### src/hdl/uic_pkg.sv
// Package: register addresses, field positions, codes and types of the UART interrupt and FIFO control block
package uic_pkg;
  // Register addresses on the 3-bit parallel bus
  localparam logic [2:0] UIC_ADDR_DATA = 3'h0;
  localparam logic [2:0] UIC_ADDR_MASK = 3'h1;
  localparam logic [2:0] UIC_ADDR_SRC = 3'h2;
  localparam logic [2:0] UIC_ADDR_FCTL = 3'h2;
  localparam logic [2:0] UIC_ADDR_LSR = 3'h5;
  localparam logic [2:0] UIC_ADDR_MSR = 3'h6;
  // Interrupt mask bit positions
  localparam int UIC_M_RXD = 0;
  localparam int UIC_M_TXR = 1;
  localparam int UIC_M_LS = 2;
  localparam int UIC_M_MS = 3;
  localparam int UIC_M_SLEEP = 4;
  localparam int UIC_M_XOFF = 5;
  localparam int UIC_M_RTS = 6;
  localparam int UIC_M_CTS = 7;
  localparam logic [7:0] UIC_MASK_LOW = 8'h0f;
  localparam logic [7:0] UIC_MASK_RST = 8'h00;
  // FIFO control bit positions
  localparam int UIC_F_EN = 0;
  localparam int UIC_F_RXRST = 1;
  localparam int UIC_F_TXRST = 2;
  localparam int UIC_F_WAKE = 3;
  localparam int UIC_F_TXT_LO = 4;
  localparam int UIC_F_RXT_LO = 6;
  // Line status bit positions
  localparam int UIC_L_DR = 0;
  localparam int UIC_L_OE = 1;
  localparam int UIC_L_ERR_LO = 2;
  localparam int UIC_L_THRE = 5;
  localparam int UIC_L_TEMT = 6;
  localparam int UIC_L_FERR = 7;
  // Interrupt source codes, bits 5:0
  localparam logic [5:0] UIC_ID_LS = 6'h06;
  localparam logic [5:0] UIC_ID_TO = 6'h0c;
  localparam logic [5:0] UIC_ID_RXD = 6'h04;
  localparam logic [5:0] UIC_ID_TXR = 6'h02;
  localparam logic [5:0] UIC_ID_MS = 6'h00;
  localparam logic [5:0] UIC_ID_XSC = 6'h10;
  localparam logic [5:0] UIC_ID_FLOW = 6'h20;
  localparam logic [5:0] UIC_ID_NONE = 6'h01;
  // FIFO levels and trigger table
  localparam int UIC_LVL_W = 6;
  localparam logic [5:0] UIC_RXT_0 = 6'h08;
  localparam logic [5:0] UIC_RXT_1 = 6'h10;
  localparam logic [5:0] UIC_RXT_2 = 6'h18;
  localparam logic [5:0] UIC_RXT_3 = 6'h1c;
  localparam logic [5:0] UIC_TXT_0 = 6'h10;
  localparam logic [5:0] UIC_TXT_1 = 6'h08;
  localparam logic [5:0] UIC_TXT_2 = 6'h18;
  localparam logic [5:0] UIC_TXT_3 = 6'h1e;
  // Time-out: four characters plus twelve bits, counted in bit ticks
  localparam int UIC_TO_CHARS = 4;
  localparam int UIC_TO_XBITS = 12;
  localparam int UIC_TO_W = 7;

  // Status arriving from the receive and transmit datapaths
  typedef struct packed {
    logic rx_data;
    logic overrun;
    logic [2:0] head_err;
    logic fifo_err;
    logic thr_empty;
    logic tx_empty;
    logic [UIC_LVL_W-1:0] rx_level;
    logic [UIC_LVL_W-1:0] tx_level;
    logic rx_push;
    logic rx_push_err;
    logic bit_tick;
    logic [3:0] char_bits;
  } uic_line_t;

  // Enhanced-mode and flow-control side inputs
  typedef struct packed {
    logic enh_en;
    logic err_at_fifo;
    logic auto_rts;
    logic auto_cts;
    logic rts_rise;
    logic cts_rise;
    logic [3:0] modem_delta;
    logic xoff_rx;
    logic xon_rx;
    logic spec_rx;
    logic wake;
  } uic_side_t;

  // Host bus request
  typedef struct packed {
    logic rd;
    logic wr;
    logic [2:0] addr;
    logic [7:0] wdata;
  } uic_bus_t;

  typedef enum logic [1:0] {
    UIC_TO_IDLE = 2'b00,
    UIC_TO_RUN = 2'b01,
    UIC_TO_FIRED = 2'b11
  } uic_to_st_t;
endpackage

### src/hdl/uic_prio.sv
// Priority encoder turning pending sources into the interrupt source code
`timescale 1ns/10ps
module uic_prio (
  // Pending enabled sources, priority 1 first
  input wire logic [6:0] pend,
  input wire logic wake,
  // Result
  output logic [5:0] code,
  output logic any
);
  import uic_pkg::*;
  always_comb begin
    if (pend[0]) begin
      code = UIC_ID_LS;
    end else if (pend[1]) begin
      code = UIC_ID_TO;
    end else if (pend[2]) begin
      code = UIC_ID_RXD;
    end else if (pend[3]) begin
      code = UIC_ID_TXR;
    end else if (pend[4]) begin
      code = UIC_ID_MS;
    end else if (pend[5]) begin
      code = UIC_ID_XSC;
    end else if (pend[6]) begin
      code = UIC_ID_FLOW;
    end else begin
      code = UIC_ID_NONE;
    end
    any = (|pend) | wake;
  end
endmodule // uic_prio

### src/hdl/uic_timeout.sv
// Receive time-out timer: four character times plus twelve bit times of idleness
`timescale 1ns/10ps
module uic_timeout (
  // Clock and reset
  input wire logic clk,
  input wire logic reset,
  // Receive activity
  input wire logic bit_tick,
  input wire logic [3:0] char_bits,
  input wire logic has_data,
  input wire logic activity,
  // Expiry level, held until activity or until has_data drops
  output logic fired
);
  import uic_pkg::*;
  typedef struct packed {
    uic_to_st_t st;
    logic [UIC_TO_W-1:0] cnt;
  } uic_tos_t;
  uic_tos_t s_q, s_d;
  logic [UIC_TO_W-1:0] limit;
  always_comb begin
    s_d = s_q;
    limit = UIC_TO_W'(UIC_TO_CHARS * char_bits + UIC_TO_XBITS);
    if (activity || !has_data) begin
      s_d.st = has_data ? UIC_TO_RUN : UIC_TO_IDLE;
      s_d.cnt = '0;
    end else begin
      case (s_q.st)
        UIC_TO_IDLE: s_d.st = UIC_TO_RUN;
        UIC_TO_RUN: begin
          if (bit_tick) begin
            if (s_q.cnt + 1'b1 >= limit) begin
              s_d.st = UIC_TO_FIRED;
            end
            s_d.cnt = s_q.cnt + 1'b1;
          end
        end
        UIC_TO_FIRED: s_d.st = UIC_TO_FIRED;
        default: s_d.st = UIC_TO_IDLE;
      endcase
    end
  end
  always_ff @(posedge clk) begin
    if (reset) begin
      s_q <= '{st: UIC_TO_IDLE, cnt: '0};
    end else begin
      s_q <= s_d;
    end
  end
  assign fired = (s_q.st == UIC_TO_FIRED);
endmodule // uic_timeout

### src/hdl/uic_ctrl.sv
// Interrupt mask, source reporting and FIFO control of the UART
`timescale 1ns/10ps
// Notes on behaviour
// - FIFOs on and mask bits 0-3 clear gives polled operation through line status
// - Line status carries data, overrun, head errors, empties and FIFO error
// - Mask bit 0 raises receive interrupt on character or trigger level
// - Mask bit 1 raises transmit interrupt on empty or below trigger, also at enable
// - Mask bit 2: overrun at once; errors at holding register or FIFO entry
// - Mask bits 4-7 writable only with enhanced enable; all reset to zero
// - Mask bit 6 flags RTS rising under automatic RTS
// - Mask bit 7 flags CTS rising under automatic CTS
// - Source register shows only highest pending; others stay queued
// - Time-out after four characters plus twelve bits without activity
// - Line status interrupt from status bits 1-4, cleared by status read
// - Modem interrupt from modem bits 0-3; it and flow changes clear on modem read
// - Receive interrupt clears below trigger; time-out clears on data read
// - Transmit interrupt clears on a source read that reports it, or on a data write
// - Xon/Xoff and wake clear on a source read showing match or none; special also on next character
// - Source codes per priority 1 to 7, none or wake reads 000001
// - Source bit 0 low while pending, high when none, high at reset
// - Source bits 4 and 5 reported only with enhanced enable
// - Source bits 7:6 show FIFO enable
// - FIFO control bit 0 enables FIFOs; other bits need it set in same write
// - Receive FIFO reset pulse, self clearing
// - Transmit FIFO reset pulse, self clearing
// - Receive triggers 8/16/24/28; transmit 16/8/24/30 under enhanced enable
// - Data ready follows receive FIFO non-empty
module uic_ctrl (
  // Clock and reset
  input wire logic clk,
  input wire logic reset,
  // Host register bus
  input uic_pkg::uic_bus_t bus,
  output logic [7:0] rdata,
  // Datapath status and side events
  input uic_pkg::uic_line_t line,
  input uic_pkg::uic_side_t side,
  // Control to datapath
  output logic fifo_en,
  output logic rx_fifo_rst,
  output logic tx_fifo_rst,
  output logic wake_int_en,
  output logic sleep_en,
  output logic [7:0] line_status,
  // Interrupt output
  output logic irq
);
  import uic_pkg::*;

  typedef struct packed {
    logic [7:0] mask;
    logic fen;
    logic [1:0] rxt;
    logic [1:0] txt;
    logic wake_en;
    logic rxrst;
    logic txrst;
    logic ls;
    logic txr;
    logic ms;
    logic xsc;
    logic flow;
    logic wk;
    logic [7:0] rd;
    logic lsc;
    logic msc;
    logic txl;
    logic [7:0] line_status_reg;
  } uic_st_t;

  uic_st_t s_q, s_d;
  logic [5:0] rx_trig, tx_trig, code;
  logic rx_hit, tx_low, to_fired, any, rd_data, rd_src, rd_lsr, rd_msr, wr_thr;
  logic wr_mask, wr_fctl, ls_cause, ls_set, ms_set, tx_set;
  logic [6:0] raw, gate;
  logic [6:0] pend;
  logic [7:0] line_status_reg, src;

  assign rd_data = bus.rd && bus.addr == UIC_ADDR_DATA;
  assign rd_src = bus.rd && bus.addr == UIC_ADDR_SRC;
  assign rd_lsr = bus.rd && bus.addr == UIC_ADDR_LSR;
  assign rd_msr = bus.rd && bus.addr == UIC_ADDR_MSR;
  assign wr_thr = bus.wr && bus.addr == UIC_ADDR_DATA;
  assign wr_mask = bus.wr && bus.addr == UIC_ADDR_MASK;
  assign wr_fctl = bus.wr && bus.addr == UIC_ADDR_FCTL;

  always_comb begin
    case (s_q.rxt)
      2'b00: rx_trig = UIC_RXT_0;
      2'b01: rx_trig = UIC_RXT_1;
      2'b10: rx_trig = UIC_RXT_2;
      default: rx_trig = UIC_RXT_3;
    endcase
    case (s_q.txt)
      2'b00: tx_trig = UIC_TXT_0;
      2'b01: tx_trig = UIC_TXT_1;
      2'b10: tx_trig = UIC_TXT_2;
      default: tx_trig = UIC_TXT_3;
    endcase
  end

  // receive level condition; in FIFO mode clears only below trigger, else when no data is left
  assign rx_hit = s_q.fen ? (line.rx_level >= rx_trig) : line.rx_data;
  assign tx_low = s_q.fen ? (line.tx_level < tx_trig || line.tx_level == '0) : line.thr_empty;

  // idle timer, activity is a push or a data read
  uic_timeout u_to (
    .clk(clk),
    .reset(reset),
    .bit_tick(line.bit_tick),
    .char_bits(line.char_bits),
    .has_data(line.rx_data && s_q.fen),
    .activity(line.rx_push || rd_data),
    .fired(to_fired)
  );

  // line status assembly; data ready from datapath
  always_comb begin
    line_status_reg = 8'h00;
    line_status_reg[UIC_L_DR] = line.rx_data;
    line_status_reg[UIC_L_OE] = line.overrun;
    line_status_reg[UIC_L_ERR_LO +: 3] = line.head_err;
    line_status_reg[UIC_L_THRE] = line.thr_empty;
    line_status_reg[UIC_L_TEMT] = line.tx_empty;
    line_status_reg[UIC_L_FERR] = line.fifo_err;
  end

  // errors at FIFO entry when err_at_fifo is set, else at head
  assign ls_cause = line.overrun | (side.err_at_fifo ? line.rx_push_err : (|line.head_err));
  // Flags latch on the rising edge of a level cause, so a clearing read in the
  // same cycle as the cause drops is not undone by the stale level
  assign ls_set = ls_cause && !s_q.lsc;
  assign ms_set = (|side.modem_delta) && !s_q.msc;
  // entering empty or below trigger, or any mask write enabling it while there
  assign tx_set = tx_low && (!s_q.txl || (wr_mask && bus.wdata[UIC_M_TXR]));

  always_comb begin
    s_d = s_q;
    s_d.rxrst = 1'b0;
    s_d.txrst = 1'b0;
    // upper mask bits guarded by enhanced enable
    if (wr_mask) begin
      s_d.mask[3:0] = bus.wdata[3:0];
      if (side.enh_en) begin
        s_d.mask[7:4] = bus.wdata[7:4];
      end
    end
    // rest of write ignored unless enable set, clearing bit 0 disables
    if (wr_fctl) begin
      s_d.fen = bus.wdata[UIC_F_EN];
      if (bus.wdata[UIC_F_EN]) begin
        s_d.rxt = bus.wdata[UIC_F_RXT_LO +: 2];
        s_d.rxrst = bus.wdata[UIC_F_RXRST];
        s_d.txrst = bus.wdata[UIC_F_TXRST];
        if (side.enh_en) begin
          s_d.txt = bus.wdata[UIC_F_TXT_LO +: 2];
          s_d.wake_en = bus.wdata[UIC_F_WAKE];
        end
      end
    end
    // line status flag, set wins over read clear
    if (rd_lsr) begin
      s_d.ls = 1'b0;
    end
    if (ls_set) begin
      s_d.ls = 1'b1;
    end
    s_d.lsc = ls_cause;
    // fires on empty, including enable while already empty
    // cleared by source read when it is the reported one, or data write
    if ((rd_src && code == UIC_ID_TXR) || wr_thr) begin
      s_d.txr = 1'b0;
    end
    if (tx_set) begin
      s_d.txr = 1'b1;
    end
    s_d.txl = tx_low;
    if (rd_msr) begin
      s_d.ms = 1'b0;
      s_d.flow = 1'b0;
    end
    if (ms_set) begin
      s_d.ms = 1'b1;
    end
    s_d.msc = |side.modem_delta;
    // flow pin rising edges under automatic control
    if ((side.rts_rise && side.auto_rts && s_q.mask[UIC_M_RTS]) ||
        (side.cts_rise && side.auto_cts && s_q.mask[UIC_M_CTS])) begin
      s_d.flow = 1'b1;
    end
    if (rd_src && (code == UIC_ID_XSC || code == UIC_ID_NONE)) begin
      s_d.xsc = 1'b0;
      s_d.wk = 1'b0;
    end
    if (line.rx_push && !side.spec_rx) begin
      s_d.xsc = s_d.xsc & (side.xon_rx | side.xoff_rx);
    end
    if (side.xon_rx || side.spec_rx || (side.xoff_rx && s_q.mask[UIC_M_XOFF])) begin
      s_d.xsc = 1'b1;
    end
    if (side.wake && s_q.wake_en) begin
      s_d.wk = 1'b1;
    end
    s_d.rd = s_q.rd;
    if (bus.rd) begin
      case (bus.addr)
        UIC_ADDR_SRC: s_d.rd = src;
        UIC_ADDR_LSR: s_d.rd = line_status_reg;
        UIC_ADDR_MASK: s_d.rd = s_q.mask;
        UIC_ADDR_MSR: s_d.rd = {4'h0, side.modem_delta};
        default: s_d.rd = 8'h00;
      endcase
    end
    // Registered copy keeps the status output free of bus-side glitches
    s_d.line_status_reg = line_status_reg;
  end

  // State register; all fields, the mask included, restart at zero
  always_ff @(posedge clk) begin
    if (reset) begin
      s_q <= '0;
    end else begin
      s_q <= s_d;
    end
  end

  // Raw source flags in priority order, with the bit that lets each one through
  always_comb begin
    raw[0] = s_q.ls;
    gate[0] = s_q.mask[UIC_M_LS];
    raw[1] = to_fired;
    gate[1] = s_q.mask[UIC_M_RXD];
    raw[2] = rx_hit;
    gate[2] = s_q.mask[UIC_M_RXD];
    raw[3] = s_q.txr;
    gate[3] = s_q.mask[UIC_M_TXR];
    raw[4] = s_q.ms;
    gate[4] = s_q.mask[UIC_M_MS];
    // match and flow-change sources only with enhanced enable
    raw[5] = s_q.xsc;
    gate[5] = side.enh_en;
    raw[6] = s_q.flow;
    gate[6] = side.enh_en;
  end

  // mask bits 0-3 clear block every source but match and flow change, leaving line status to polling
  for (genvar i = 0; i < $bits(pend); i++) begin : g_pend
    assign pend[i] = raw[i] & gate[i];
  end

  // only the highest pending source is coded
  uic_prio u_prio (
    .pend(pend),
    .wake(s_q.wk),
    .code(code),
    .any(any)
  );

  // source register image: FIFO state on top, code below
  assign src = {{2{s_q.fen}}, code};

  // Outputs straight from state
  assign rdata = s_q.rd;
  assign fifo_en = s_q.fen;
  assign rx_fifo_rst = s_q.rxrst;
  assign tx_fifo_rst = s_q.txrst;
  assign wake_int_en = s_q.wake_en;
  assign sleep_en = s_q.mask[UIC_M_SLEEP];
  assign line_status = s_q.line_status_reg;
  // a wake event pends without a mask bit of its own
  assign irq = any;
endmodule // uic_ctrl

### config.mk
export PLATFORM = sky130hd
export DESIGN_NAME = uic_ctrl
export DESIGN_NICKNAME = d
export VERILOG_FILES = /design/src/hdl/uic_pkg.sv /design/src/hdl/uic_prio.sv /design/src/hdl/uic_timeout.sv /design/src/hdl/uic_ctrl.sv
export SDC_FILE = /design/constraint.sdc
export NUM_CORES = 1
export LEC_CHECK = 0
export ABC_CLOCK_PERIOD_IN_PS = 5920
export BUFFER_PORTS_ARGS = -buffer_cell sky130_fd_sc_hd__buf_2
export CORE_MARGIN = 2
export CORE_UTILIZATION = 55
export CTS_BUF_LIST = sky130_fd_sc_hd__clkbuf_16
export CTS_CLUSTER_DIAMETER = 200
export DETAILED_ROUTE_END_ITERATION = 12
export PLACE_DENSITY = 0.88
export RECOVER_POWER = 25
export SETUP_SLACK_MARGIN = 0.15
export SLEW_MARGIN = 20
export SYNTH_ARGS = -nofsm -noshare
export SYNTH_HDL_FRONTEND = slang
export SYNTH_SLANG_ARGS = --single-unit
### constraint.sdc
create_clock -name clk -period 5.92 [get_ports clk]
set_input_delay 1.184 -clock clk [delete_from_list [all_inputs] [get_ports clk]]
set_output_delay 1.184 -clock clk [all_outputs]
set_load 0.02 [all_outputs]
==> run_results.csv, run 1 <==
group,metric,value,unit
job,cap_violations,1,
setup_path,crit_top_cell,"buf_2",
setup_path,cp-end-kind,"primary output",
setup_path,crit_type,"input pin to primary output",
synthesis,mappedNetlistArea,2630,µm²
synthesis,synth_commonest_cells,"dfxtp_1, nor2_1, nand2_1, a21oi_1, buf_4",
final_layout,largest_register_ffs,11,
timing,hold_viol,0,
synthesis,async_flop_share,0,
synthesis,ys_top_cells_by_area,"dfxtp_1, ha_1, nor2_1",
timing,worst_pin_slew,1.530,ns
final_layout,final_layout_size_suffix_gt1_frac,0.2129,
power_and_ir_drop,switchingPower,0.0001737,W
timing,post-route-period-util,0.6993,
detailed_routing,wl_met2,2859,µm
clock_network,clk_latency,0.29,ns
power_and_ir_drop,power.internal,0.0005379,W
worst_hold_path,hold_start,"rdata[3]",
timing,fin_skew,0.004695,ns
synthesis,synth_top_area_frac,0.3806,
placement,gp_congestion,0.8847,
timing,max_freq,0.2416,GHz
run_status,status,"complete, but fails checks",
timing,finalWorstPathRequiredPeriod,4.140,ns
power_and_ir_drop,p_comb_frac,0.126,
setup_path,r2r_start,"s_q[30]",
setup_path,cp_slowest_cell,"or4b_1",
clock_network,cts_tree,"yes",
detailed_routing,wire_per_inst,14.52,µm
setup_path,cp.required,4.74,ns
run_status,violations,"capacitance limit, slew limit",
clock_network,cts_resized,0,
detailed_routing,drt_iter0_drc,184,
worst_hold_path,hold-path-endpoint,"rdata[3]",
final_layout,fin_cells,425,
final_layout,top_register,"s_q",
setup_path,startpoint_type,"input pin",
synthesis,synth_cells,312,
placement,hpwl,4716,µm
setup_path,crit_family,"simple AND/OR/NAND/NOR gates",
synthesis,yosysWarningCount,0,
setup_path,critPathMaxStageDelay,0.50,ns
synthesis,syn-mean-instance-area,8.430,µm²
clock_network,htree_levels,2,
global_routing,grt-ovfl-total,0,
global_routing,grt_max_degree,38,
placement,port_buffers,77,
die,core,4661,µm²
die,die_h,73.15,µm
detailed_routing,dr.max_layer_used,"met4",
clock_network,cts_hold_buf,0,
die,initial_utilization,0.5643,
final_layout,n_antenna_cell,0,
setup_path,r2r_cells,7,
clock_network,cts_buffer_depth,2,
global_routing,grt_pass1_vias,2244,
power_and_ir_drop,switching_share,0.2441,
clock_network,post_cts_buffers,0,
timing,rsz0062_at_grt,"false",
synthesis,synth-seq-cells,50,
clock_network,clock-sinks,50,
die,num_rows,25,
detailed_routing,drcViolationCount,0,
die,dieWidth,73.15,µm
timing,setup_tns,0,ns
clock_network,cts.clk_slew.worst_paths,0.06,ns
timing,drv_slew,38,
final_layout,top_regs,"s_q (11), u_to.s_q (9)",
global_routing,antenna_found_initial,0,
die,dieArea,5351,µm²
synthesis,syn-num-nets,381,
detailed_routing,ant_nets,0,
synthesis,yosysMostFrequentCell,"dfxtp_1",
global_routing,track_usage,0.2387,
detailed_routing,wl_met3,483,µm
power_and_ir_drop,power_density,233.3,nW/µm²
placement,dp_cells,417,
power_and_ir_drop,irDropWorstVdd,0.0001207,V
synthesis,ys_types,49,
final_layout,area.growth.synth_to_final,15.98,%
setup_path,path_cells,"buf_2 -> ha_1 -> nand4bb_1 -> a311oi_1 -> or3b_1 -> or4b_1 -> buf_2",
detailed_routing,dr.pass1.iters,4,
synthesis,synth_edf_count,0,
detailed_routing,vias,2421,
worst_hold_path,hp-class,"flop to flop",
die,io_pins,78,
final_layout,fillers,402,
setup_path,cp_num_buf_inv,2,
synthesis,synth_top_area_cell,"dfxtp_1",
setup_path,ff2ff_setup_slack,3.83,ns
detailed_routing,finalWirelength,6170,µm
synthesis,synth-main-ff-cell,"dfxtp_1",
setup_path,cp_max_fo,3,
timing,slew-limit-headroom,-0.02017,
power_and_ir_drop,p_seq_frac,0.496,
setup_path,cp.arrival,2.96,ns
detailed_routing,met1_length,2697,µm
timing,final-setup-viol-count,0,
clock_network,cts_root_buffer,"clkbuf_16",
final_layout,fin_nets,439,
clock_network,cts_buffers,5,
setup_path,rr_endpoint,"raw[5]",
synthesis,ys_seq_area_frac,0.3806,
power_and_ir_drop,clockPowerShare,0.378,
global_routing,grt_pass1_wl,9929,µm
power_and_ir_drop,p_leak,1.316,nW
worst_hold_path,holdPathStages,2,
detailed_routing,drt-vias-per-instance,5.696,
[power groups by stage]
stage / clock (W) / sequential, W / combinational (W)
final: 0.000269 / 0.000353 / 0.0000895
after global routing: 0.000287 / 0.000354 / 0.0000990
after CTS: 0.000274 / 0.000353 / 0.0000899
after detailed placement: 0 / 0.000360 / 0.0000894
after global placement: 0 / 0.000360 / 0.0000863
after floorplan: 0 / 0.000359 / 0.0000583
[cell usage in the layout (no fill, tap or decap), types with 6 or more instances in the layout]
master    instances
o21ai_0          13
nand2_1          27
xnor2_1           8
nor3_1            7
nand2b_1          6
clkbuf_1         10
mux2i_1          10
nor2b_1          12
nor2_1           33
nand3_1          14
a21oi_1          19
buf_2            67
ha_1             13
dfxtp_1          50
inv_1            14
a31oi_1           8
[logic make-up (layout without fill, tap and decap cells)]
family | after synthesis | after routing | share of synthesized area
compound gates | 68 | 68 | 0.1670
xor+xnor | 13 | 13 | 0.04329
fa+ha+maj | 13 | 13 | 0.06185
buf+inv | 39 | 98 | 0.07850
flops | 50 | 50 | 0.3806
mux | 11 | 11 | 0.04234
simple gates | 118 | 118 | 0.2265
[metal layers]
layer  vias up  global-route usage
met3        13             0.05387
met5         -                   0
li1       1202                   -
met2       106              0.3884
met4         0              0.1091
met1      1100              0.2996
[cell type report]
| class | count | area, µm² | area share |
|---|---|---|---|
| Inverter | 13 | 48.80 | 0.01600 |
| Multi-Input combinational cell | 223 | 1423 | 0.4664 |
| Clock inverter | 3 | 12.51 | 0.004102 |
| Tap cell | 54 | 67.56 | 0.02215 |
| Timing Repair Buffer | 77 | 372.9 | 0.1222 |
| Sequential cell | 50 | 1001 | 0.3281 |
| Clock buffer | 5 | 125.1 | 0.04102 |
[worst max-delay path by stage]
stage / slack [ns] / cells after the start / start / endpoint
after floorplan: 2.06 / 6 / line[15] / irq
after CTS: 1.79 / 7 / line[16] / irq
final: 1.78 / 7 / line[16] / irq
after detailed placement: 1.78 / 7 / line[16] / irq
after global placement: 1.84 / 7 / line[16] / irq
after global routing: 1.71 / 6 / line[26] / irq
[tightest hold or removal path, stage by stage (launching register included)]
cell     delay, ns
dfxtp_1       0.31
nor2_1        0.08
nor3_1        0.04
[per-stage QoR]
| step | cell area [µm²] | util | setup slack, ns | hold WS, ns | total power (W) |
|---|---|---|---|---|---|
| finish | 3050 | 0.6545 | 1.780 | 0.4772 | 0.0007116 |
| global route | 3050 | 0.6545 | 1.709 | 0.5139 | 0.0007399 |
| CTS | 3063 | 0.6572 | 1.786 | 0.4831 | 0.0007163 |
| detailed placement | 2925 | 0.6277 | 1.784 | 0.4711 | 0.0004496 |
| global placement | 2925 | 0.6277 | 1.837 | 0.4614 | 0.0004462 |
| floorplan | 2630 | - | 2.062 | 0.4489 | 0.0004175 |
Power figures use the tool's default switching activity.
==> run 2: changes to the inputs <==
--- a/config.mk
+++ b/config.mk
@@ -5,14 +5,14 @@
 export SDC_FILE = /design/constraint.sdc
 export NUM_CORES = 1
 export LEC_CHECK = 0
-export ABC_CLOCK_PERIOD_IN_PS = 5920
+export ABC_CLOCK_PERIOD_IN_PS = 3600
 export BUFFER_PORTS_ARGS = -buffer_cell sky130_fd_sc_hd__buf_2
 export CORE_MARGIN = 2
-export CORE_UTILIZATION = 55
+export CORE_UTILIZATION = 47
 export CTS_BUF_LIST = sky130_fd_sc_hd__clkbuf_16
 export CTS_CLUSTER_DIAMETER = 200
 export DETAILED_ROUTE_END_ITERATION = 12
-export PLACE_DENSITY = 0.88
+export PLACE_DENSITY = 0.81
 export RECOVER_POWER = 25
 export SETUP_SLACK_MARGIN = 0.15
 export SLEW_MARGIN = 20
==> constraint.sdc (replaced) <==
create_clock -name clk -period 3.6 [get_ports clk]
set_input_delay 0.72 -clock clk [delete_from_list [all_inputs] [get_ports clk]]
set_output_delay 0.72 -clock clk [all_outputs]
set_load 0.02 [all_outputs]
==> run 2 against run 1 <==
Effect of this change:
- the flow still finishes with violations (capacitance limit, slew limit)
- cell area up 1.6%
- worst hold slack better by 0.0018 ns
- register-to-register slack worse by 2.4 ns
- sequential power up 64%
- combinational power up 63%
- die area up 16%
- sequential share of layout area down 0.53 points
- critical path type unchanged
- highest routed layer unchanged
==> run_results.csv, run 2 (same netlist as run 1, synthesis figures left out) <==
group,metric,value,unit
die,dieWidth,78.81,µm
global_routing,gr-max-usage-layer,"met2",
final_layout,top_regs,"s_q (11), u_to.s_q (9)",
setup_path,cp_num_buf_inv,2,
job,cap_violations,1,
timing,final-setup-viol-count,0,
die,initial_utilization,0.4836,
power_and_ir_drop,power_density,404.3,nW/µm²
setup_path,crit_top_cell,"buf_2",
clock_network,htree_levels,2,
clock_network,cts_buffer_depth,2,
setup_path,cp_slowest_cell,"or4b_1",
clock_network,clock-sinks,50,
detailed_routing,drt_iter0_drc,134,
global_routing,grt.met1_usage,0.2633,
final_layout,stdcell_area,3100,µm²
setup_path,critPathCapture,"irq",
power_and_ir_drop,p_leak,1.327,nW
setup_path,cp.required,2.88,ns
worst_hold_path,hp-class,"flop to flop",
timing,worst_pin_slew,1.594,ns
setup_path,critPathMaxStageDelay,0.52,ns
detailed_routing,ant_nets,0,
final_layout,mostFrequentLayoutCells,"buf_2, dfxtp_1, nor2_1",
timing,max_freq,0.3121,GHz
setup_path,cp.arrival,2.48,ns
final_layout,final_layout_size_suffix_gt1_frac,0.2183,
timing,slew-limit-headroom,-0.06267,
die,num_rows,27,
timing,setup_tns,0,ns
clock_network,cts.clk_slew.worst_paths,0.06,ns
setup_path,rr_endpoint,"raw[5]",
clock_network,post_cts_buffers,0,
timing,drv_slew,38,
detailed_routing,vias,2413,
setup_path,cp-end-kind,"primary output",
global_routing,grt-ovfl-total,0,
die,io_pins,78,
global_routing,grt_pass1_wl,10560,µm
timing,hold_viol,0,
setup_path,ff2ff_setup_slack,1.48,ns
final_layout,fin_util,0.5700,
clock_network,clk_latency,0.29,ns
setup_path,path_cells,"buf_2 -> ha_1 -> nand4bb_1 -> a311oi_1 -> or3b_1 -> or4b_1 -> buf_2",
setup_path,crit_family,"simple AND/OR/NAND/NOR gates",
clock_network,cts_buffers,5,
setup_path,crit_type,"input pin to primary output",
clock_network,cts_resized,0,
global_routing,track_usage,0.2114,
placement,gp_congestion,0.8517,
final_layout,n_antenna_cell,0,
timing,layout_setup_ws,0.3960,ns
detailed_routing,drcViolationCount,0,
detailed_routing,wire_per_inst,14.20,µm
setup_path,crit_cells,7,
final_layout,largest_register_ffs,11,
final_layout,fin_nets,439,
detailed_routing,dr.pass1.iters,5,
clock_network,cts_tree,"yes",
clock_network,cts_hold_buf,0,
setup_path,startpoint_type,"input pin",
setup_path,r2r_cells,7,
placement,port_buffers,77,
setup_path,startpoint,"line[16]",
global_routing,use_met3,0.05568,
placement,placed_area,2948,µm²
setup_path,cp_max_fo,3,
power_and_ir_drop,irDropWorstVdd,0.0002790,V
timing,post-route-period-util,0.8900,
run_status,violations,"capacitance limit, slew limit",
global_routing,grt_max_degree,38,
timing,finalWorstPathRequiredPeriod,3.204,ns
placement,preCtsSetupSlack,0.4018,ns
timing,fin_skew,0.003732,ns
final_layout,top_register,"s_q",
run_status,status,"complete, but fails checks",
final_layout,fillers,500,
global_routing,grt_util_met2,0.3581,
placement,hpwl,4794,µm
timing,rsz0062_at_grt,"false",
setup_path,r2r_start,"s_q[30]",
die,dieArea,6210,µm²
global_routing,grt_pass1_vias,2325,
timing,whs,0.4790,ns
final_layout,layout_commonest_cell,"buf_2",
clock_network,cts_root_buffer,"clkbuf_16",
die,core,5439,µm²
detailed_routing,finalWirelength,6291,µm
final_layout,area.growth.synth_to_final,17.89,%
global_routing,antenna_found_initial,0,
die,die_h,78.81,µm
detailed_routing,drt-vias-per-instance,5.447,
## run 2: changes by cell type in the layout (fill, tap and decap cells not counted)
| cell | previous run | this run |
|---|---|---|
| bufinv_16 | 0 | 1 |
| clkinv_1 | 1 | 0 |
| clkinv_2 | 1 | 2 |
| inv_1 | 14 | 13 |
## run 2: final cells by class
type	count	area (µm²)	share of cell area
clock buffer	5	125.1	0.04036
clock inverter	3	40.04	0.01291
inverter	13	48.80	0.01574
multi-input combinational	223	1423	0.4588
sequential	50	1001	0.3228
tap	72	90.09	0.02906
timing repair buffer	77	372.9	0.1203
## run 2: where the power goes
group / leakage, nW / internal (W) / switching, W
logic: 0.835 / 0.0000618 / 0.0000847
registers: 0.409 / 0.000571 / 0.00000940
clock network: 0.0836 / 0.000325 / 0.000201
total: 1.33 / 0.000958 / 0.000295
## run 2: how the worst min path moves through the flow
stage                     startpoint        to  cells after the start
final                       rdata[0]  rdata[0]                      2
after global routing          raw[4]    raw[4]                      1
after CTS                   rdata[0]  rdata[0]                      2
after detailed placement    rdata[0]  rdata[0]                      2
after global placement      rdata[3]  rdata[3]                      2
after floorplan             rdata[0]  rdata[0]                      2
## run 2: through the flow
stage | power (W) | instances
6_report | 0.001253 | 443
5_1_grt | 0.001303 | 443
4_1_cts | 0.001259 | 443
3_5_place_dp | 0.0007392 | 435
3_3_place_gp | 0.0007343 | 435
2_1_floorplan | 0.0006866 | 312
## run 2: worst reg2reg max path, cell delays in order, from the launching register on
cell and delay [ns]:
dfxtp_1 0.33, and2_1 0.16, ha_1 0.28, nand4bb_1 0.11
a311oi_1 0.14, nor3_1 0.60, a221o_1 0.26, a21oi_1 0.06
## run 2: metal layers
metal	wire, µm	part of all wire
met1	2701	0.43
met2	2885	0.46
met3	588	0.093
met4	116	0.018
met5	0	0
==> run 3: changes to the inputs <==
--- a/config.mk
+++ b/config.mk
@@ -12,6 +12,8 @@
 export CTS_BUF_LIST = sky130_fd_sc_hd__clkbuf_16
 export CTS_CLUSTER_DIAMETER = 200
 export DETAILED_ROUTE_END_ITERATION = 12
+export GPL_TIMING_DRIVEN = 0
+export MAX_ROUTING_LAYER = met4
 export PLACE_DENSITY = 0.81
 export RECOVER_POWER = 25
 export SETUP_SLACK_MARGIN = 0.15
==> constraint.sdc (replaced) <==
create_clock -name clk -period 3.6 [get_ports clk]
set_input_delay 0.18 -clock clk [delete_from_list [all_inputs] [get_ports clk]]
set_output_delay 0.18 -clock clk [all_outputs]
set_load 0.02 [all_outputs]
==> run 3 against run 2 <==
Effect of this change:
- the run now ends clean
- first-iteration DRC count rose by 48%
- setup slack better by 0.56 ns
- cell area up 3.8%
- power down 5.0%
- critical path depth unchanged
- largest cell class unchanged
==> run_results.csv, run 3 (same netlist as run 1, synthesis figures left out) <==
group,metric,value,unit
run_status,status,"complete, no violations",
clock_network,clk_latency,0.29,ns
timing,max_freq,0.3783,GHz
worst_hold_path,holdPathStages,2,
detailed_routing,dr.pass1.iters,4,
clock_network,cts_buffer_depth,2,
clock_network,cts.clk_slew.worst_paths,0.06,ns
timing,worst_pin_slew,0.6365,ns
detailed_routing,drcViolationCount,0,
detailed_routing,drt_iter0_drc,198,
detailed_routing,vias,2502,
final_layout,top_regs,"s_q (11), u_to.s_q (9)",
die,die_h,78.81,µm
detailed_routing,wire_per_inst,13.81,µm
placement,port_buffers,74,
die,dieWidth,78.81,µm
worst_hold_path,hold_start,"line[19]",
global_routing,grt_pass1_vias,2226,
setup_path,r2r_start,"s_q[30]",
detailed_routing,ant_nets,0,
power_and_ir_drop,irDropWorstVdd,0.0001911,V
setup_path,crit_type,"flop to primary output",
timing,post-route-period-util,0.7343,
global_routing,track_usage,0.2128,
clock_network,cts_buffers,5,
clock_network,cts_root_buffer,"clkbuf_16",
final_layout,final_layout_size_suffix_gt1_frac,0.2417,
setup_path,r2r_cells,7,
global_routing,grt-ovfl-total,0,
clock_network,htree_levels,2,
clock_network,post_cts_buffers,0,
clock_network,clock-sinks,50,
final_layout,seqCellArea,1001,µm²
placement,preCtsSetupSlack,1.297,ns
power_and_ir_drop,p_leak,1.404,nW
die,io_pins,78,
setup_path,cp-end-kind,"primary output",
clock_network,cts_tree,"yes",
final_layout,multiInputGateArea,1423,µm²
die,num_rows,27,
final_layout,n_antenna_cell,0,
setup_path,cp.required,3.42,ns
final_layout,top_register,"s_q",
die,initial_utilization,0.4836,
detailed_routing,drt-vias-per-instance,5.381,
timing,slew-limit-headroom,0.5724,
setup_path,cp.arrival,2.46,ns
final_layout,fin_nets,462,
global_routing,grt_max_degree,15,
clock_network,cts_hold_buf,0,
detailed_routing,finalWirelength,6422,µm
placement,gp_congestion,0.9566,
timing,setup_tns,0,ns
timing,rsz0062_at_grt,"false",
placement,hpwl,5070,µm
final_layout,area.growth.synth_to_final,22.36,%
global_routing,antenna_found_initial,0,
setup_path,startpoint,"s_q[30]",
final_layout,largest_register_ffs,11,
clock_network,cts_resized,0,
global_routing,grt_pass1_wl,10120,µm
final_layout,layout_commonest_cell,"buf_2",
timing,whs,0.1253,ns
setup_path,startpoint_type,"flop",
timing,hold_viol,0,
worst_hold_path,hp-class,"input pin to flop",
timing,fin_skew,0.005725,ns
final_layout,fin_util,0.5917,
timing,drv_slew,0,
timing,layout_setup_ws,0.9565,ns
job,cap_violations,0,
final_layout,mostFrequentLayoutCells,"buf_2, dfxtp_1, nor2_1",
power_and_ir_drop,power_density,370.1,nW/µm²
timing,finalWorstPathRequiredPeriod,2.643,ns
die,dieArea,6210,µm²
die,core,5439,µm²
setup_path,cp_max_fo,4,
timing,final-setup-viol-count,0,
final_layout,fillers,490,
[run 3: final timing paths]
| check | endpoint | slack, ns |
|---|---|---|
| hold reg to reg | rdata[0] | 0.48 |
| hold / removal | line_status[6] | 0.13 |
| setup reg to reg | raw[3] | 1.46 |
| setup / recovery | irq | 0.96 |
[run 3: worst max-delay path: stages (launching register included)]
cell       delay [ns]
dfxtp_1          0.40
nor2b_1          0.16
ha_1             0.25
nand4bb_1        0.12
a311oi_1         0.15
or3b_1           0.42
or4b_1           0.51
buf_2            0.17
[run 3: area by class of cell]
type                    count  share of cell area
clock inverters             2            0.003499
clock buffers               5             0.03888
flip-flops and latches     50              0.3110
plain buffers              26             0.04899
inverters                  13             0.01516
repair buffers             74              0.1124
well taps                  72             0.02799
multi-input cells         223              0.4421
[run 3: layer usage]
metal | GRT usage | wire length [µm]
met3 | 0.04886 | 546
met5 | - | 0
met4 | 0.06667 | 58
met2 | 0.3342 | 2912
met1 | 0.2737 | 2904
[run 3: per-stage QoR]
step	instance area [µm²]	instances	power, W
after floorplan	2630	312	0.0006866
after global placement	3090	458	0.0007501
after detailed placement	3090	458	0.0007546
after CTS	3227	465	0.001194
after global routing	3218	465	0.001230
final	3218	465	0.001191
[run 3: where the power goes]
| group | leakage (nW) | switching (W) | total (W) | internal, W |
|---|---|---|---|---|
| Clock | 0.0671 | 0.000197 | 0.000448 | 0.000251 |
| Sequential | 0.409 | 0.00000972 | 0.000581 | 0.000571 |
| Combinational | 0.928 | 0.0000892 | 0.000162 | 0.0000730 |
| Total | 1.40 | 0.000296 | 0.00119 | 0.000895 |
